`config.mk`:
```
export PLATFORM = sky130hd
export DESIGN_NAME = uem_top
export DESIGN_NICKNAME = d
export VERILOG_FILES = /design/src/design/uem_pkg.sv /design/src/design/uem_gate.sv /design/src/design/uem_top.sv
export VERILOG_INCLUDE_DIRS = /design/src /design/src/design
export SDC_FILE = /design/constraint.sdc
export NUM_CORES = 1
export LEC_CHECK = 0
export BUFFER_PORTS_ARGS = -buffer_cell sky130_fd_sc_hd__buf_4
export CELL_PAD_IN_SITES_DETAIL_PLACEMENT = 1
export CELL_PAD_IN_SITES_GLOBAL_PLACEMENT = 2
export CORE_UTILIZATION = 27
export CTS_BUF_LIST = sky130_fd_sc_hd__clkbuf_16
export DETAILED_ROUTE_END_ITERATION = 8
export PLACE_DENSITY_LB_ADDON = 0.25
export SYNTH_ARGS = -nofsm -noshare
export SYNTH_HDL_FRONTEND = slang
export SYNTH_SLANG_ARGS = --single-unit
```
`constraint.sdc`:
```
create_clock -name clk_i -period 2.96 [get_ports clk_i]
set_clock_uncertainty 0.05 [all_clocks]
set_input_delay 0.74 -clock clk_i [delete_from_list [all_inputs] [get_ports clk_i]]
set_output_delay 0.74 -clock clk_i [all_outputs]
set_load 0.02 [all_outputs]
```
`src/design/uem_cfg.svh`:
```
// offsets, field positions, reset values of the error mask block
`ifndef UEM_CFG_SVH
`define UEM_CFG_SVH

`define UEM_MASK_OFF   12'h108
`define UEM_IST_OFF    12'h180
`define UEM_IMSK_OFF   12'h184

`define UEM_MASK_IMPL  32'h003f_f031
`define UEM_MASK_RST   32'h0000_0000
`define UEM_IST_RST    32'h0000_0000
`define UEM_IMSK_RST   32'h0000_0000
`define UEM_DAT_ZERO   32'h0000_0000

`define UEM_B_TRAIN    0
`define UEM_B_DLP      4
`define UEM_B_SDOWN    5
`define UEM_B_POISON   12
`define UEM_B_FCP      13
`define UEM_B_CTO      14
`define UEM_B_CABORT   15
`define UEM_B_UNXCPL   16
`define UEM_B_RXOVF    17
`define UEM_B_MALF     18
`define UEM_B_ECRC     19
`define UEM_B_UNSUP    20
`define UEM_B_ACS      21

`endif

```
`src/design/uem_pkg.sv`:
```
// types shared by the error mask block
package uem_pkg;

    typedef struct packed {
        logic        cyc;
        logic        stb;
        logic        we;
        logic [11:0] adr;
        logic [3:0]  sel;
        logic [31:0] dat;
    } uem_wb_req_t;

    typedef struct packed {
        logic [31:0] log;
        logic [31:0] msg;
    } uem_rpt_t;

endpackage : uem_pkg

```
`src/design/uem_gate.sv`:
```
// per-error gate: passes unmasked error events to log and message paths
`timescale 1ns/1ns
module uem_gate #(
    parameter int W = 32
) (
    // clock and resets
    input  wire logic         clk_i,
    input  wire logic         rst_i,
    input  wire logic         clr_i,
    // events and effective mask
    input  wire logic [W-1:0] evt_i,
    input  wire logic [W-1:0] mask_i,
    // gated requests
    output logic      [W-1:0] log_o,
    output logic      [W-1:0] msg_o
);

    wire [W-1:0] pass = evt_i & ~mask_i;

    // log and message share the same gate, so they never disagree
    always_ff @(posedge clk_i) begin
        if (rst_i || clr_i) begin
            log_o <= '0;
            msg_o <= '0;
        end else begin
            log_o <= pass;
            msg_o <= pass;
        end
    end

endmodule : uem_gate

```
`src/design/uem_top.sv`:
```
// uncorrectable error mask register with wishbone slave and gating
//
// Decided for this implementation: register access over Wishbone.
`timescale 1ns/1ns
`include "uem_cfg.svh"

// Behaviour
// - mask bit 0 blocks training error reports
// - mask bit 4 blocks data link protocol
// - mask bit 5 surprise down, downstream only
// - mask bit 12 blocks poisoned tlp reports
// - mask bit 13 blocks flow control errors
// - mask bit 14 blocks completion timeout reports
// - mask bit 15 blocks completer abort reports
// - mask bit 16 blocks unexpected completion reports
// - mask bit 17 blocks receiver overflow reports
// - mask bit 18 blocks malformed tlp reports
// - mask bit 19 blocks end-to-end crc reports
// - mask bit 20 blocks unsupported request reports
module uem_top (
    // clock and resets
    input  wire logic                clk_i,
    input  wire logic                rst_i,
    input  wire logic                hot_rst_i,
    // port role
    input  wire logic                downstream_i,
    // wishbone slave
    input  wire uem_pkg::uem_wb_req_t wb_i,
    output logic                     wb_ack_o,
    output logic [31:0]              wb_dat_o,
    // error events, one pulse per detected error
    input  wire logic [31:0]         err_evt_i,
    // gated header log and message requests
    output uem_pkg::uem_rpt_t        rpt_o,
    output logic [31:0]              mask_o,
    // interrupt
    output logic                     irq_o
);
    import uem_pkg::*;

    logic [31:0] mask_q;
    logic [31:0] ist_q;
    logic [31:0] imsk_q;
    logic        ack_q;
    logic [31:0] rdat_q;
    // one driver for the whole report struct
    logic [31:0] log_req;
    logic [31:0] msg_req;

    // bus decode
    wire        req      = wb_i.cyc & wb_i.stb;
    wire        next_ack = req & ~ack_q;
    wire        hit_mask = (wb_i.adr[11:2] == 10'(`UEM_MASK_OFF >> 2));
    wire        hit_ist  = (wb_i.adr[11:2] == 10'(`UEM_IST_OFF >> 2));
    wire        hit_imsk = (wb_i.adr[11:2] == 10'(`UEM_IMSK_OFF >> 2));
    // a write commits at the edge where the master sees ack
    wire        wr_en    = req & wb_i.we & ack_q;
    wire        wr_mask  = wr_en & hit_mask;
    wire        wr_ist   = wr_en & hit_ist;
    wire        wr_imsk  = wr_en & hit_imsk;
    wire [31:0] byte_en  = {{8{wb_i.sel[3]}}, {8{wb_i.sel[2]}},
                            {8{wb_i.sel[1]}}, {8{wb_i.sel[0]}}};
    wire [31:0] wbits    = wb_i.dat & byte_en;

    // unmapped addresses answer with zero data
    wire [31:0] next_rdat = hit_mask ? mask_q :
                            hit_ist  ? ist_q  :
                            hit_imsk ? imsk_q : `UEM_DAT_ZERO;

    // reserved bits never stored, so they read as zero
    wire [31:0] next_mask = ((mask_q & ~byte_en) | wbits)
                            & `UEM_MASK_IMPL;

    // surprise down exists only on downstream ports
    wire [31:0] port_ok   = downstream_i ? `UEM_MASK_IMPL :
                            (`UEM_MASK_IMPL & ~(32'h1 << `UEM_B_SDOWN));
    wire [31:0] evt_ok    = err_evt_i & port_ok;
    wire [31:0] eff_mask  = mask_q & port_ok;

    // set wins over a write-one clear in the same cycle
    wire [31:0] next_ist  = (ist_q & ~(wr_ist ? wbits : 32'h0)) | evt_ok;
    wire [31:0] next_imsk = wr_imsk ? (wbits & `UEM_MASK_IMPL) : imsk_q;

    // sticky: hot reset leaves the mask alone
    always_ff @(posedge clk_i) begin
        if (rst_i) begin
            mask_q <= `UEM_MASK_RST;
        end else if (wr_mask) begin
            mask_q <= next_mask;
        end
    end

    always_ff @(posedge clk_i) begin
        if (rst_i || hot_rst_i) begin
            ist_q  <= `UEM_IST_RST;
            imsk_q <= `UEM_IMSK_RST;
        end else begin
            ist_q  <= next_ist;
            imsk_q <= next_imsk;
        end
    end

    always_ff @(posedge clk_i) begin
        if (rst_i) begin
            ack_q  <= 1'b0;
            rdat_q <= `UEM_DAT_ZERO;
        end else begin
            ack_q  <= next_ack;
            rdat_q <= next_rdat;
        end
    end

    // every masked bit drops both header log and message
    uem_gate #(
        .W (32)
    ) u_gate (
        .clk_i  (clk_i),
        .rst_i  (rst_i),
        .clr_i  (hot_rst_i),
        .evt_i  (evt_ok),
        .mask_i (eff_mask),
        .log_o  (log_req),
        .msg_o  (msg_req)
    );

    assign wb_ack_o = ack_q;
    assign wb_dat_o = rdat_q;
    assign mask_o   = mask_q;
    assign irq_o    = |(ist_q & imsk_q);
    assign rpt_o    = '{log: log_req, msg: msg_req};
endmodule : uem_top

```
Word-level counts from Yosys, hierarchy flattened
Cells that the tools add are included.

Bits in registers: 123. Input port bits: 87. Output and inout bits: 130. Word-level logic and storage cells: 38.

Eq/ne operators: 3. Muxes and demuxes: 5. Bitwise logic cells: 20. Reduce and logical (&&, ||, !) cells: 3.

Operators with widths (number): bitwise AND 32 bit (3); bitwise AND 32 x 22 -> 32 bit (2); two-way mux 32 bit (2); bitwise AND 22 bit (2); two-way mux 22 bit (2); NOT 22 -> 32 bit (1); NOT 32 bit (1); bitwise OR 32 bit (1); OR reduction 32 bit (1); == test 10 x 7 -> 1 bit, second input constant (3); NOT 22 bit (1); bitwise OR 22 bit (1); bitwise AND 1 bit (7); two-way mux 6 bit (1); OR reduction 2 bit (1); logical OR 1 bit (1); NOT 1 bit (1).

Longest topological paths before layout
Depth in word-level cells: 8. Mapped depth: 6.

Modules after synthesis
A second synthesis with hierarchy kept.

Cells, all modules: 517. Area total of the unflattened synthesis: 5418.9 um2.

By module, submodules not included: uem_top (instances 1, cells an instance 415, area each 3987.6 um2, sequential area each 1821.7 um2); uem_gate (instances 1, cells an instance 102, area each 1431.4 um2, sequential area each 640.6 um2).

Least setup slack after synthesis
Ideal clock, no wire load.

Path kind: input -> register. Start point: in wb_i[40] (netlist bit). End point: reg imsk_q[12]. Setup time: 0.072 ns. Arrival: 2.201 ns. Setup slack: 0.637 ns. Stages: 5. Buffers on the path: 2. Path through: or4b_4 buf_12 nor4_4 buf_6 mux2i_1.

Longest elaborated chain between the ends: 2.

Ends and longest elaborated chain: start, declared (line uem_top.sv:28) `input wire uem_pkg::uem_wb_req_t wb_i,`; == test 10 x 7 -> 1 bit (line uem_top.sv:55) `` wire hit_imsk = (wb_i.adr[11:2] == 10'(`UEM_IMSK_OFF >> 2)); ``; bitwise AND 1 bit (line uem_top.sv:60) `wire wr_imsk = wr_en & hit_imsk;`; end signal, assigned (line uem_top.sv:96) `` imsk_q <= `UEM_IMSK_RST; ``; end signal, assigned (line uem_top.sv:99) `imsk_q <= next_imsk;`; end, declared (line uem_top.sv:43) `logic [31:0] imsk_q;`.

Every way passes these cells. A chain may end at the register's enable or synchronous reset.

Worst setup path in the final report
Start point: reg ist_q[20]. End point: out irq_o.

Longest elaborated chain between the ends: 2.

Ends and longest elaborated chain: start, declared (line uem_top.sv:42) `logic [31:0] ist_q;`; start signal, assigned (line uem_top.sv:95) `` ist_q <= `UEM_IST_RST; ``; start signal, assigned (line uem_top.sv:98) `ist_q <= next_ist;`; bitwise AND 32 x 22 -> 32 bit (line uem_top.sv:129) `assign irq_o = |(ist_q & imsk_q);`; OR reduction 32 bit (line uem_top.sv:129); end, declared (line uem_top.sv:37) `output logic irq_o`.

Every way passes these cells.

==> impl_metrics.py <==
metrics = {
    "status": {
        "run_status": "completed",
    },
    "global_routing": {
        "wire_length_of_the_first_global_routing_pass_um": 19900,
        "grt_use_total_pct": 15.0,
        "grt_most_used_layer": "met2",
        "antenna_violations_before_repair": 0,
        "grt.met2_usage_pct": 24.5,
        "grt_remaining_overflow": 0,
        "grt_use_met1_pct": 17.4,
        "pin_count_of_the_biggest_net_entering_global_routing": 40,
        "met3_usage_pct": 7.30,
        "grt_pass1_vias": 3542,
    },
    "floorplan": {
        "boundaryPins": 217,
        "die_area_mm2": 0.0174,
        "starting_utilization_of_the_core_area_pct": 27.6,
        "chipWidth_um": 132,
        "coreArea_mm2": 0.0165,
        "num_rows": 47,
        "die_y_um": 132,
    },
    "cells_and_area": {
        "area.growth.synth_to_final_pct": 27.9,
        "leading_cell_type_in_the_layout_fill_and_taps_excluded": "sky130_fd_sc_hd__buf_4",
        "num-nets-final": 655,
        "n_antenna_cell": 0,
        "post_route_cells_drive_above_1_share_pct": 32.1,
        "post_layout_nonfiller_instances": 793,
        "layout_common_cells": "sky130_fd_sc_hd__buf_4 (145), sky130_fd_sc_hd__dfxtp_1 (104), sky130_fd_sc_hd__conb_1 (57)",
    },
    "worst_setup_path": {
        "crit-reg2reg-launch": "wb_ack_o",
        "r2r_slack_ns": 1.25,
        "worstPathMaxFanout": 3,
        "critical_path.reg2reg.endpoint": "imsk_q[16]",
        "arrival_time_at_the_worst_endpoint_ns": 1.63,
        "timing_worst_setup_path_type": "reg -> out",
        "crit_path_end_kind": "primary output",
        "worst-r2r-cell-count": 4,
        "required_ns": 2.17,
        "critical_path.startpoint_type": "flip-flop",
    },
    "logic_synthesis": {
        "synth_seq_area_share_pct": 45.6,
        "synth_top_area_cell": "sky130_fd_sc_hd__dfxtp_1",
        "synth_top_area_share_pct": 45.6,
        "avgSynthCellArea_um2": 10.3,
        "yosys_reg_bits": 104,
        "yosys.cell_types.count": 36,
        "synth_async_sr_flop_share_pct": 0,
        "synth_cells": 444,
        "synthFlopType": "sky130_fd_sc_hd__dfxtp_1",
        "synth.cell_area_mm2": 0.00457,
        "synth.top_cells.by_area": "sky130_fd_sc_hd__dfxtp_1 (46%), sky130_fd_sc_hd__buf_4 (12%), sky130_fd_sc_hd__mux2i_1 (8.5%), sky130_fd_sc_hd__nor4_4 (4.7%), sky130_fd_sc_hd__nand2b_1 (3.8%)",
        "synth-edff-count": 0,
        "syn_warnings": 0,
    },
    "clock_tree": {
        "tritoncts_num_sinks": 104,
        "clock_tree.root_cell": "sky130_fd_sc_hd__clkbuf_16",
        "clock_insertion_delay_worst_skew_ns": 0.36,
        "cts_hold_repair.buffers": 0,
        "cts_tree": "built",
        "worst_setup_hold_path_clk_slew_ns": 0.07,
        "cts-resized-gates": 0,
        "cts.path.max_buffers": 2,
        "ctsHtreeMaxLevel": 3,
        "tritoncts_buffer_count": 9,
        "post-cts-setup-buffers": 0,
    },
    "power_and_ir_drop": {
        "clock_power_share_pct": 42.6,
        "power.internal_mw": 2.25,
        "total_leakage_power_nw": 2.56,
        "sw_frac_of_total_pct": 24.3,
        "vdd_drop_max_uv": 263,
        "combinationalPowerShare_pct": 9.5,
        "power.sequential.fraction_pct": 47.9,
        "total_switching_power_uw": 724,
        "power_per_cell_area_mw_per_mm2": 509,
        "total_chip_power_mw": 2.98,
    },
    "min_path": {
        "timing.hold.worst_path_depth": 2,
        "timing.hold.worst.start": "ist_q[31]",
        "min_delay_worst_type": "reg -> reg",
        "whs_endpoint": "ist_q[31]",
    },
    "sta": {
        "total_count_of_max_transition_violations_in_the_final_report": 0,
        "timing_worst_slew_pin_value_ns": 0.758,
        "timing.final.ws_setup_ns": 0.535,
        "finalHoldViolCount": 0,
        "timing.slew.headroom_pct": 49.5,
        "rsz0062_at_grt": "false",
        "setup_viol": 0,
        "layout_worst_path_cycle_share_pct": 81.9,
        "period_minus_slack_ns": 2.42,
        "max_freq_ghz": 0.412,
        "setup_total_negative_slack_ns": 0,
    },
    "place": {
        "globalplace.congestion": 0.697,
        "placed_cells": 777,
        "total_of_buffers_placed_on_input_and_output_ports": 138,
        "place_worst_setup_slack_ns": 0.352,
        "dp_hpwl_um": 9080,
    },
    "routing": {
        "overall_routed_net_length_um": 12800,
        "post_drt_wl_per_cell_um": 16.1,
        "dr_total_vias": 3435,
        "first_pass_iters": 4,
        "detail_route.iter0.violations": 119,
        "drcViolationCount": 0,
        "route.detailed.vias_per_inst": 4.33,
        "final_antenna_net_count": 0,
    },
    "flow_run": {
        "max-cap-violations": 0,
    },
}
how the worst max path moves through the flow:
stage	end	cells after the start	slack, ns	from
finish	irq_o	4	0.54	ist_q[20]
global route	irq_o	4	0.42	ist_q[20]
CTS	irq_o	4	0.47	ist_q[20]
detailed placement	ist_q[6]	5	0.35	wb_i[47]
global placement	ist_q[7]	5	0.39	wb_i[47]
floorplan	imsk_q[12]	5	0.64	wb_i[40]
critical path, stage by stage, from the launching register on:
cell                       delay (ns)
sky130_fd_sc_hd__dfxtp_1         0.34
sky130_fd_sc_hd__a22o_1          0.25
sky130_fd_sc_hd__a221oi_1        0.36
sky130_fd_sc_hd__nand3_1         0.14
sky130_fd_sc_hd__buf_4           0.18
cells by family (layout without fill, tap and decap cells):
family / Yosys count / count (layout) / synth area share (%)
mux: 39 / 39 / 8.55
simple gates: 135 / 135 / 20.5
compound gates: 64 / 64 / 10.3
flops: 104 / 104 / 45.6
other cells: 1 / 57 / 0.0821
buf+inv: 101 / 174 / 15.0
synthesized netlist by cell type (2+ instances only):
| cell | count |
|---|---|
| sky130_fd_sc_hd__nand2b_1 | 28 |
| sky130_fd_sc_hd__nand3_1 | 14 |
| sky130_fd_sc_hd__clkbuf_1 | 12 |
| sky130_fd_sc_hd__dfxtp_1 | 104 |
| sky130_fd_sc_hd__o2bb2ai_2 | 10 |
| sky130_fd_sc_hd__o21ai_0 | 12 |
| sky130_fd_sc_hd__inv_1 | 12 |
| sky130_fd_sc_hd__and2_1 | 19 |
| sky130_fd_sc_hd__nand2_1 | 34 |
| sky130_fd_sc_hd__nor4_4 | 10 |
| sky130_fd_sc_hd__mux2i_1 | 39 |
| sky130_fd_sc_hd__buf_6 | 3 |
| sky130_fd_sc_hd__or4bb_1 | 7 |
| sky130_fd_sc_hd__o2bb2ai_1 | 3 |
| sky130_fd_sc_hd__buf_2 | 2 |
| sky130_fd_sc_hd__a21oi_1 | 20 |
| sky130_fd_sc_hd__buf_4 | 70 |
| sky130_fd_sc_hd__a31oi_1 | 12 |
| sky130_fd_sc_hd__a22oi_1 | 3 |
| sky130_fd_sc_hd__nor3_1 | 14 |
final cells by class:
class | instances | area [um^2]
flip-flops and latches | 104 | 2080
clock inverters | 7 | 87.6
fillers | 1922 | 10700
multi-input cells | 295 | 2020
inverters | 12 | 45.0
repair buffers | 146 | 1110
well taps | 220 | 275
clock buffers | 9 | 225
power by group through the flow:
| stage | Sequential (mW) | Clock, mW | Combinational (mW) |
|---|---|---|---|
| 2_1_floorplan | 1.46 | 0 | 0.214 |
| 3_3_place_gp | 1.46 | 0 | 0.280 |
| 3_5_place_dp | 1.46 | 0 | 0.284 |
| 4_1_cts | 1.43 | 1.31 | 0.285 |
| 5_1_grt | 1.43 | 1.37 | 0.305 |
| 6_report | 1.43 | 1.27 | 0.284 |
through the flow:
stage / util [%] / instance area (um^2) / hold slack (ns)
2_1_floorplan: - / 4780 / 0.357
3_3_place_gp: 33.5 / 5530 / 0.365
3_5_place_dp: 33.5 / 5530 / 0.368
4_1_cts: 35.4 / 5840 / 0.380
5_1_grt: 35.4 / 5840 / 0.391
6_report: 35.4 / 5840 / 0.378
layer usage:
metal  up-vias  wire length (um)
met1      1651              5380
li1       1647                 -
met4         0               114
met2       128              6030
met5         -                 0
met3         9              1230
No activity file was read; power rests on OpenSTA's default activity.
